## config.mk

```make
export PLATFORM = sky130hd
export DESIGN_NAME = pump_status
export DESIGN_NICKNAME = d
export VERILOG_FILES = /design/src/pump_status_pkg.sv /design/src/pump_status.sv
export SDC_FILE = /design/constraint.sdc
export NUM_CORES = 1
export LEC_CHECK = 0
export BUFFER_PORTS_ARGS = -buffer_cell sky130_fd_sc_hd__buf_2
export CAP_MARGIN = 20
export CORE_MARGIN = 2
export CORE_UTILIZATION = 55
export CTS_CLUSTER_SIZE = 10
export DETAILED_ROUTE_END_ITERATION = 16
export GPL_TIMING_DRIVEN = 0
export MAX_ROUTING_LAYER = met4
export PLACE_DENSITY = 0.81
export SLEW_MARGIN = 15
export SYNTH_ARGS = -nofsm -noshare
export SYNTH_HDL_FRONTEND = slang
export SYNTH_SLANG_ARGS = --single-unit
```

## constraint.sdc

```tcl
create_clock -name clock -period 6.8 [get_ports clock]
set_clock_uncertainty 0.15 [all_clocks]
set_input_delay 0.68 -clock clock [delete_from_list [all_inputs] [get_ports clock]]
set_output_delay 0.68 -clock clock [all_outputs]
set_load 0.01 [all_outputs]
```

## src/pump_status_pkg.sv

```systemverilog
// Constants and types shared by the pump status indication logic.
package pump_status_pkg;
  localparam int unsigned CLOCK_MHZ = 200;
  // Shortest visible activity blink, and the half period of slow blinking.
  localparam int unsigned LAMP_STRETCH_MS = 50;
  localparam int unsigned BLINK_HALF_MS = 500;
  localparam int unsigned START_TIMEOUT_MS = 10000;
  localparam int unsigned LAMP_STRETCH_CYC = LAMP_STRETCH_MS * CLOCK_MHZ * 1000;
  localparam int unsigned BLINK_HALF_CYC = BLINK_HALF_MS * CLOCK_MHZ * 1000;
  localparam longint unsigned START_TIMEOUT_CYC =
    64'(START_TIMEOUT_MS) * CLOCK_MHZ * 1000;

  // Register byte addresses.
  localparam logic [7:0] CTRL_ADDR = 8'h00;
  localparam logic [7:0] INVERT_ADDR = 8'h04;
  localparam logic [7:0] SOFT_AUTO_ADDR = 8'h08;
  localparam logic [7:0] STATUS_ADDR = 8'h0c;
  localparam logic [7:0] INT_STATUS_ADDR = 8'h10;
  localparam logic [7:0] INT_MASK_ADDR = 8'h14;
  localparam logic [7:0] DISPLAY_ADDR = 8'h18;
  localparam logic [7:0] DISPLAY_LAST_ADDR = 8'h24;

  // Control register fields.
  localparam int CTRL_FLOAT_EN = 0;
  localparam int CTRL_HARD_MON = 1;
  localparam int CTRL_PUMP_UP = 2;
  localparam int CTRL_SILENCE = 3;
  localparam int CTRL_FAIL_CLR = 4;
  localparam logic [2:0] CTRL_RESET = 3'h0;
  localparam logic [15:0] INVERT_RESET = 16'h0000;
  localparam logic [2:0] SOFT_AUTO_RESET = 3'h7;
  localparam logic [2:0] INT_MASK_RESET = 3'h0;

  // Interrupt event bits.
  localparam int EV_PHASE = 0;
  localparam int EV_FLOAT = 1;
  localparam int EV_FAIL = 2;

  // Discrete input positions.
  localparam int DI_HIGH_FLOAT = 9;
  localparam int DI_LOW_FLOAT = 10;
  localparam int DI_SILENCE = 11;
  localparam int DI_INHIBIT = 12;
  localparam int DI_POWER_QUALITY = 13;

  // Display characters.
  localparam logic [7:0] CHAR_OFF = 8'h2d;
  localparam logic [7:0] CHAR_DIGIT1 = 8'h31;
  localparam logic [7:0] CHAR_LETTER_A = 8'h41;
  localparam int DIGIT_INPUTS = 9;

  typedef enum logic [1:0] {FAIL_NONE, FAIL_START, FAIL_OVERTEMP,
                            FAIL_SEAL} fail_code_t;
  typedef enum logic [1:0] {SCREEN_HOME, SCREEN_PHASE,
                            SCREEN_FLOAT} screen_t;

  function automatic logic [7:0] di_char(int unsigned idx, logic on);
    logic [7:0] c;
    c = CHAR_OFF;
    if (on && idx < DIGIT_INPUTS) begin
      c = CHAR_DIGIT1 + 8'(idx);
    end else if (on) begin
      c = CHAR_LETTER_A + 8'(idx - DIGIT_INPUTS);
    end
    return c;
  endfunction
endpackage

```

## src/pump_status.sv

```systemverilog
// Lamp, input display and pump permissive logic with an APB register file.
//
// Chosen here: the address map and the APB slave port.

module pump_status #(
  parameter int unsigned LAMP_STRETCH = pump_status_pkg::LAMP_STRETCH_CYC,
  parameter int unsigned BLINK_HALF = pump_status_pkg::BLINK_HALF_CYC,
  parameter longint unsigned START_TIMEOUT =
    pump_status_pkg::START_TIMEOUT_CYC
) (
  input wire logic clock,
  input wire logic rst_b,
  input wire logic ce,
  input wire logic psel,
  input wire logic penable,
  input wire logic pwrite,
  input wire logic [7:0] paddr,
  input wire logic [31:0] pwdata,
  output logic [31:0] prdata,
  output logic pready,
  output logic pslverr,
  input wire logic [15:0] di_raw,
  input wire logic rx_line,
  input wire logic panel_present,
  input wire logic [2:0] seal_fail,
  input wire logic tx_active,
  input wire logic config_corrupt,
  input wire logic [2:0] stage_call,
  output logic [2:0] pump_run,
  output logic [2:0] not_in_auto_tag,
  output logic rx_lamp,
  output logic tx_lamp,
  output logic alarm_indicator_lamp,
  output logic alarm_out,
  output logic controller_state_lamp,
  output logic beeper,
  output logic inhibit_msg,
  output logic float_mode_msg,
  output logic [1:0] screen_sel,
  output logic irq
);
  typedef struct packed {
    logic [15:0] di_s1;
    logic [15:0] di_s2;
    logic rx_s1;
    logic rx_s2;
    logic rx_d;
    logic pan_s1;
    logic pan_s2;
    logic [23:0] rx_cnt;
    logic [23:0] tx_cnt;
    logic [27:0] blink_cnt;
    logic blink;
    logic [2:0] ctrl;
    logic [15:0] invert;
    logic [2:0] soft_auto;
    logic [2:0] mask;
    logic [2:0] ints;
    logic [2:0][1:0] fail;
    logic [2:0][35:0] st_cnt;
    logic float_mode;
    logic float_unsil;
    logic phase_unack;
    logic pq_d;
    logic sil_d;
    logic [2:0] pump_run;
    logic [2:0] na_tag;
    logic rx_lamp;
    logic tx_lamp;
    logic alarm_lamp;
    logic alarm_out;
    logic state_lamp;
    logic beeper;
    logic inhibit_msg;
    logic float_msg;
    logic [1:0] screen;
    logic irq;
    logic [31:0] prdata;
    logic pready;
    logic pslverr;
  } state_t;

  state_t st_ff;
  state_t nxt_st;

  always_comb begin
    logic [15:0] di;
    logic [2:0] auto_ok;
    logic [2:0] want;
    logic [2:0] ev;
    logic [2:0] clr;
    logic [2:0] failed;
    logic [31:0] rd;
    logic err;
    logic setup;
    logic wr;
    logic silence;
    logic fail_clr;
    logic float_act;
    logic inhibit;
    logic pq;
    logic alarm;
    int unsigned base;
    nxt_st = st_ff;
    ev = 3'h0;
    clr = 3'h0;
    rd = 32'h0;
    err = 1'b0;
    setup = psel && !penable;
    wr = psel && penable && st_ff.pready && pwrite;
    silence = 1'b0;
    fail_clr = 1'b0;
    auto_ok = 3'h0;
    want = 3'h0;
    failed = 3'h0;
    float_act = 1'b0;
    alarm = 1'b0;
    base = 0;
    // The display and all pump logic see inputs after inversion.
    di = st_ff.di_s2 ^ st_ff.invert;
    inhibit = di[pump_status_pkg::DI_INHIBIT];
    pq = di[pump_status_pkg::DI_POWER_QUALITY];

    // Synchronisers; only the second stage is read by logic.
    nxt_st.di_s1 = di_raw;
    nxt_st.di_s2 = st_ff.di_s1;
    nxt_st.rx_s1 = rx_line;
    nxt_st.rx_s2 = st_ff.rx_s1;
    nxt_st.rx_d = st_ff.rx_s2;
    nxt_st.pan_s1 = panel_present;
    nxt_st.pan_s2 = st_ff.pan_s1;

    // A falling edge on the idle-high line is a start bit, before any
    // address or checksum is known.
    if (st_ff.rx_d && !st_ff.rx_s2) begin
      nxt_st.rx_cnt = 24'(LAMP_STRETCH);
    end else if (st_ff.rx_cnt != 24'h0) begin
      nxt_st.rx_cnt = st_ff.rx_cnt - 24'h1;
    end
    if (tx_active) begin
      nxt_st.tx_cnt = 24'(LAMP_STRETCH);
    end else if (st_ff.tx_cnt != 24'h0) begin
      nxt_st.tx_cnt = st_ff.tx_cnt - 24'h1;
    end
    nxt_st.rx_lamp = (st_ff.rx_d && !st_ff.rx_s2) || st_ff.rx_cnt != 24'h0;
    nxt_st.tx_lamp = tx_active || st_ff.tx_cnt != 24'h0;

    if (st_ff.blink_cnt >= 28'(BLINK_HALF - 1)) begin
      nxt_st.blink_cnt = 28'h0;
      nxt_st.blink = !st_ff.blink;
    end else begin
      nxt_st.blink_cnt = st_ff.blink_cnt + 28'h1;
    end

    // Software register access.
    if (wr) begin
      unique case (paddr)
        pump_status_pkg::CTRL_ADDR: begin
          nxt_st.ctrl = pwdata[2:0];
          silence = pwdata[pump_status_pkg::CTRL_SILENCE];
          fail_clr = pwdata[pump_status_pkg::CTRL_FAIL_CLR];
        end
        pump_status_pkg::INVERT_ADDR: nxt_st.invert = pwdata[15:0];
        pump_status_pkg::SOFT_AUTO_ADDR: nxt_st.soft_auto = pwdata[2:0];
        pump_status_pkg::INT_MASK_ADDR: nxt_st.mask = pwdata[2:0];
        default: ;
      endcase
    end
    if (psel && penable && st_ff.pready && !pwrite &&
        paddr == pump_status_pkg::INT_STATUS_ADDR) begin
      // Clear only what the read returned; a later event stays pending.
      clr = st_ff.prdata[2:0];
    end

    // Alarm silence comes from the panel input edge or from software.
    nxt_st.sil_d = di[pump_status_pkg::DI_SILENCE];
    silence = silence || (di[pump_status_pkg::DI_SILENCE] && !st_ff.sil_d);

    // Pump permissives.
    for (int i = 0; i < 3; i++) begin
      auto_ok[i] = st_ff.soft_auto[i] &&
        (!st_ff.ctrl[pump_status_pkg::CTRL_HARD_MON] || di[3*i+1]);
      failed[i] = st_ff.fail[i] != 2'(pump_status_pkg::FAIL_NONE);
    end

    float_act = st_ff.ctrl[pump_status_pkg::CTRL_PUMP_UP] ?
      di[pump_status_pkg::DI_HIGH_FLOAT] : di[pump_status_pkg::DI_LOW_FLOAT];
    nxt_st.float_mode = st_ff.ctrl[pump_status_pkg::CTRL_FLOAT_EN] &&
      float_act;
    if (nxt_st.float_mode && !st_ff.float_mode) begin
      ev[pump_status_pkg::EV_FLOAT] = 1'b1;
    end
    // Set wins over silence when both land in one cycle.
    nxt_st.float_unsil = ev[pump_status_pkg::EV_FLOAT] ||
      (st_ff.float_unsil && !silence);

    nxt_st.pq_d = pq;
    if (pq && !st_ff.pq_d) begin
      ev[pump_status_pkg::EV_PHASE] = 1'b1;
    end
    nxt_st.phase_unack = ev[pump_status_pkg::EV_PHASE] ||
      (st_ff.phase_unack && pq && !silence);

    // In float mode the lead pump is driven by the float itself.
    want = nxt_st.float_mode ? 3'h1 : stage_call;
    for (int i = 0; i < 3; i++) begin
      nxt_st.pump_run[i] = want[i] && auto_ok[i] && !inhibit &&
        !pq && !failed[i];
      nxt_st.na_tag[i] = !auto_ok[i];
      if (fail_clr) begin
        nxt_st.fail[i] = 2'(pump_status_pkg::FAIL_NONE);
        nxt_st.st_cnt[i] = 36'h0;
      end
      if (st_ff.pump_run[i] && !di[3*i]) begin
        nxt_st.st_cnt[i] = st_ff.st_cnt[i] + 36'h1;
      end else begin
        nxt_st.st_cnt[i] = 36'h0;
      end
      // Overtemperature outranks seal, which outranks a missed start.
      if (!failed[i]) begin
        if (di[3*i+2]) begin
          nxt_st.fail[i] = 2'(pump_status_pkg::FAIL_OVERTEMP);
        end else if (seal_fail[i]) begin
          nxt_st.fail[i] = 2'(pump_status_pkg::FAIL_SEAL);
        end else if (st_ff.st_cnt[i] >= 36'(START_TIMEOUT)) begin
          nxt_st.fail[i] = 2'(pump_status_pkg::FAIL_START);
        end
        if (nxt_st.fail[i] != 2'(pump_status_pkg::FAIL_NONE)) begin
          ev[pump_status_pkg::EV_FAIL] = 1'b1;
        end
      end
    end

    alarm = pq || st_ff.float_unsil || nxt_st.float_mode ||
      (|failed);
    nxt_st.alarm_out = alarm;
    nxt_st.alarm_lamp = alarm;
    nxt_st.inhibit_msg = inhibit;
    nxt_st.float_msg = nxt_st.float_mode;
    nxt_st.beeper = nxt_st.float_unsil;

    // Alarm screens share time with the home screen on the blink phase.
    if (st_ff.blink && nxt_st.phase_unack) begin
      nxt_st.screen = 2'(pump_status_pkg::SCREEN_PHASE);
    end else if (st_ff.blink && nxt_st.float_unsil) begin
      nxt_st.screen = 2'(pump_status_pkg::SCREEN_FLOAT);
    end else begin
      nxt_st.screen = 2'(pump_status_pkg::SCREEN_HOME);
    end

    if (config_corrupt) begin
      nxt_st.state_lamp = st_ff.blink;
    end else begin
      nxt_st.state_lamp = st_ff.pan_s2;
    end

    nxt_st.ints = (st_ff.ints & ~clr) | ev;
    nxt_st.irq = |(nxt_st.ints & st_ff.mask);

    // Read data is prepared in the setup phase; no wait states.
    if (paddr == pump_status_pkg::CTRL_ADDR) begin
      rd = {29'h0, st_ff.ctrl};
    end else if (paddr == pump_status_pkg::INVERT_ADDR) begin
      rd = {16'h0, st_ff.invert};
    end else if (paddr == pump_status_pkg::SOFT_AUTO_ADDR) begin
      rd = {29'h0, st_ff.soft_auto};
    end else if (paddr == pump_status_pkg::STATUS_ADDR) begin
      rd = {13'h0, st_ff.beeper, st_ff.state_lamp, st_ff.alarm_out,
            st_ff.screen, st_ff.float_msg, st_ff.inhibit_msg, st_ff.fail,
            st_ff.na_tag, st_ff.pump_run};
    end else if (paddr == pump_status_pkg::INT_STATUS_ADDR) begin
      rd = {29'h0, st_ff.ints};
    end else if (paddr == pump_status_pkg::INT_MASK_ADDR) begin
      rd = {29'h0, st_ff.mask};
    end else if (paddr >= pump_status_pkg::DISPLAY_ADDR &&
                 paddr <= pump_status_pkg::DISPLAY_LAST_ADDR &&
                 paddr[1:0] == 2'h0) begin
      base = 4 * 32'(paddr - pump_status_pkg::DISPLAY_ADDR) / 4;
      for (int k = 0; k < 4; k++) begin
        // Every input is shown, whether its function is in use or not.
        rd[8*k +: 8] = pump_status_pkg::di_char(base + k,
          di[base + k]);
      end
    end else begin
      err = 1'b1;
    end
    if (setup) begin
      nxt_st.prdata = pwrite ? 32'h0 : rd;
      nxt_st.pslverr = err;
      nxt_st.pready = 1'b1;
    end else begin
      nxt_st.pready = 1'b0;
      nxt_st.pslverr = 1'b0;
    end
  end

  always_ff @(posedge clock or negedge rst_b) begin
    if (!rst_b) begin
      st_ff <= '0;
      st_ff.rx_s1 <= 1'b1;
      st_ff.rx_s2 <= 1'b1;
      st_ff.rx_d <= 1'b1;
      st_ff.ctrl <= pump_status_pkg::CTRL_RESET;
      st_ff.invert <= pump_status_pkg::INVERT_RESET;
      st_ff.soft_auto <= pump_status_pkg::SOFT_AUTO_RESET;
      st_ff.mask <= pump_status_pkg::INT_MASK_RESET;
    end else if (ce) begin
      st_ff <= nxt_st;
    end
  end

  assign prdata = st_ff.prdata;
  assign pready = st_ff.pready;
  assign pslverr = st_ff.pslverr;
  assign pump_run = st_ff.pump_run;
  assign not_in_auto_tag = st_ff.na_tag;
  assign rx_lamp = st_ff.rx_lamp;
  assign tx_lamp = st_ff.tx_lamp;
  assign alarm_indicator_lamp = st_ff.alarm_lamp;
  assign alarm_out = st_ff.alarm_out;
  assign controller_state_lamp = st_ff.state_lamp;
  assign beeper = st_ff.beeper;
  assign inhibit_msg = st_ff.inhibit_msg;
  assign float_mode_msg = st_ff.float_msg;
  assign screen_sel = st_ff.screen;
  assign irq = st_ff.irq;

  logic [15:0] di_now;
  assign di_now = st_ff.di_s2 ^ st_ff.invert;
endmodule

```

==> metrics.csv <==
stage;metric;value;unit
placed_design;numPortBuffers;103;
final_layout;syn_to_final_growth;12.69;%
logic_synthesis;yosysWarnings;0;
placed_design;place_ws;1.494;ns
worst_setup_path;reg2reg_to;prdata[0];
final_layout;final_cell_mix;dfrtp_1, nor2_1, nand2_1, buf_2, o21ai_0;
worst_setup_path;ff2ff_path_depth;7;
clock_tree;cts_hold_buf;0;
route;vias;15281;
logic_synthesis;ys_async_sr_fraction;1.000;
pwr;intPower;3.243;mW
global_routing;antenna_found_initial;9;
logic_synthesis;syn-num-nets;2023;
route;post_drt_via_cell_ratio;6.045;
floorplan;die_h;184.8;microns
final_layout;final_core_util;0.6257;
timing;finalCritPeriodShare;0.7342;
clock_tree;cts.clk_slew.worst_paths;0.06;ns
pwr;comb_power_share;0.149;
timing;worstMarginPinSlew;1.070;ns
pwr;power_density;224.7;nW/um^2
worst_setup_path;crit_path_start_kind;primary input;
timing;layout_min_cycle_time;4.993;ns
clock_tree;cts_setup_buffers;0;
pwr;p_sw;1.308;mW
worst_setup_path;endpoint_kind;flip-flop;
timing;fmax;200.3;MHz
route;wl_per_cell;18.94;microns
worst_setup_path;crit_buf_inv;6;
worst_setup_path;path_class;in2reg;
floorplan;fp.dieW;184.8;microns
clock_tree;numCtsBuffers;37;
clock_tree;insertion_delay;0.54;ns
pwr;p_seq_frac;0.454;
clock_tree;cts.sinks;309;
logic_synthesis;synth_cells;1903;
worst_setup_path;max_stage_delay;0.49;ns
route;drt-total-wl;47880;microns
route;antenna_left;0;
pwr;ir_drop;0.0002025;V
clock_tree;clock_path_buffers;3;
placed_design;routabilityCongestion;0.9947;
clock_tree;cts_root_buf;clkbuf_16;
clock_tree;post_cts_resized;0;
worst_setup_path;cp_slowest_cell;buf_1;
worst_setup_path;path_cells;buf_2 -> buf_2 -> buf_1 -> inv_2 -> ha_1 -> clkbuf_1 -> and3_1 -> nand2_1 -> inv_1 -> ha_1 -> nor4b_1 -> nand2_1 -> nor3_1 -> o2111ai_1 -> nor2_1 -> mux2i_1 -> o21ai_0;
floorplan;coreArea;32370;sq um
worst_setup_path;r2r_slack;3.40;ns
logic_synthesis;synthFlopType;dfrtp_1;
timing;maxSlewHeadroom;0.2817;
global_routing;grt_max_degree;108;
worst_setup_path;timing.rr.start;st_ff[179];
floorplan;io_pins;123;
placed_design;hpwl;34860;microns
worst_setup_path;critical-path-top-delay-family;buffers and inverters;
flow_run;maxCapViolCount;0;
global_routing;grt_pass1_vias;15054;
timing;rsz0062_at_grt;no;
clock_tree;htreeDepth;2;
route;drt_iter0_drc;1292;
pwr;p_total;4.551;mW
pwr;switching_share;0.2875;
worst_setup_path;cp_max_fo;10;
final_layout;layout_commonest_cell;dfrtp_1;
logic_synthesis;synth.distinct_cells;91;
floorplan;dieArea;34140;sq um
route;drtPass1Iterations;5;
global_routing;gr-total-overflow;0;
worst_setup_path;worst-endpoint-required;7.05;ns
timing;final_max_slew_viol_count;0;
final_layout;fillCellCount;2683;
pwr;leakagePower;8.654;nW
floorplan;start_util;0.5553;
clock_tree;cts_tree;yes;
final_layout;fin_nets;2172;
global_routing;grt_pass1_wl;77420;microns
pwr;p_clk_frac;0.397;
timing;setup-violations-final;0;
logic_synthesis;syn_avg_cell_area;9.445;sq um
logic_synthesis;syn_area;17970;sq um
timing;setup_ws;1.807;ns
logic_synthesis;synth_edf_count;0;
run_status;status;finished clean;
final_layout;drive_gt1_frac;0.1537;
hold_path;worstHoldPathType;in2async;
global_routing;gr-usage-all-layers;0.2927;
logic_synthesis;ys_seq_elements;309;
floorplan;std_cell_rows;66;
logic_synthesis;synth_seq_area_share;0.4306;
route;drc;0;
worst_setup_path;arrival;5.24;ns
timing;hold_viol_final;0;
## cells by family after synthesis
family                   count (synthesis)  synth area share
flip-flops                             309            0.4306
AO/OA/AOI/OAI                          331            0.1189
buffers and inverters                  171           0.04664
AND/OR/NAND/NOR                        759            0.2113
multiplexers                            98           0.06620
adder cells (fa/ha/maj)                 48           0.03341
XOR/XNOR                               187           0.09300
## through the flow
stage | TNS, ns | cells | hold WS (ns) | cell area [sq um]
floorplan | 0 | 1903 | 0.2344 | 17980
global placement | -253.07 | 2448 | 0.3183 | 19040
detailed placement | 0 | 2453 | 0.3176 | 19130
CTS | 0 | 2516 | 0.09866 | 20220
global route | 0 | 2527 | 0.1334 | 20250
finish | 0 | 2528 | 0.05410 | 20260
## sequential cells by signal, summed over array words and instances, names as in the netlist, 2 cells and up
register and flops:
prdata 32, not_in_auto_tag 3, nxt_st 19, st_ff 240
pump_run 3, screen_sel 2
## cell usage after synthesis, drive strengths merged (5+ instances only)
cell type / number / area share
nand3: 68 / 0.019
o21ai: 111 / 0.031
inv: 49 / 0.010
a22o: 20 / 0.0097
nand3b: 5 / 0.0021
and2: 19 / 0.0066
ha: 48 / 0.033
nor3b: 10 / 0.0042
mux2i: 21 / 0.012
or4: 14 / 0.0065
dfrtp: 303 / 0.42
buf: 61 / 0.024
o211ai: 7 / 0.0032
o2111ai: 5 / 0.0024
nor2b: 25 / 0.0087
o31ai: 13 / 0.0057
a22oi: 8 / 0.0033
nor4: 20 / 0.0073
dfstp: 6 / 0.0088
or3: 38 / 0.013
xnor2: 92 / 0.045
nand2b: 10 / 0.0035
nand2: 180 / 0.038
a211oi: 9 / 0.0050
nor3: 44 / 0.013
nor2: 210 / 0.044
a31oi: 9 / 0.0031
mux2: 67 / 0.042
and3: 37 / 0.013
a41oi: 5 / 0.0024
nor4b: 9 / 0.0052
xor2: 95 / 0.048
nand4b: 5 / 0.0024
nand4: 38 / 0.013
mux4: 10 / 0.013
o22ai: 6 / 0.0021
or2: 9 / 0.0031
clkbuf: 59 / 0.012
a21boi: 7 / 0.0029
a21o: 6 / 0.0025
a21oi: 85 / 0.024
and4: 9 / 0.0044
a2111oi: 6 / 0.0043
## metal layers
metal	track usage	vias up	wire length (microns)
met5	-	-	0
met4	0.1206	0	1914
met2	0.4700	662	22730
met1	0.3664	7473	19500
met3	0.05525	144	3730
li1	-	7002	-
## how the worst max path moves through the flow
stage             start          to  slack [ns]  depth (start not counted)
2_1_floorplan  paddr[5]  prdata[22]        1.02                         11
3_3_place_gp      rst_b  st_ff[268]       -0.86                          1
3_5_place_dp   paddr[3]  prdata[22]        1.49                         16
4_1_cts        paddr[3]  prdata[22]        2.00                         16
5_1_grt        paddr[3]  prdata[28]        1.51                         17
6_report       paddr[3]  prdata[28]        1.81                         17
## layout make-up
class	count	area [sq um]	share of cell area
flip-flops and latches	309	7740	0.3821
well taps	442	553.0	0.02730
clock inverters	5	76.32	0.003768
repair buffers	110	605.6	0.02990
multi-input cells	1423	9403	0.4642
inverters	51	191.4	0.009451
plain buffers	120	646.9	0.03194
clock buffers	58	1015	0.05010
diodes	10	25.02	0.001235
## power groups by stage
stage	logic (mW)	clock network (mW)	registers [mW]
floorplan	0.447	0	2.06
global placement	0.635	0	2.09
detailed placement	0.661	0	2.09
CTS	0.666	1.83	2.06
global route	0.743	1.90	2.08
finish	0.677	1.81	2.07
## worst reg2reg max path, cell delays in order (launching register included)
cell,delay [ns]
dfrtp_1,0.43
xnor2_1,0.84
mux4_2,0.45
nor2_1,0.04
o311ai_1,0.81
o311ai_0,0.30
a21oi_1,0.21
a21o_1,0.10
Note: power is estimated with default switching activity, not from simulation.
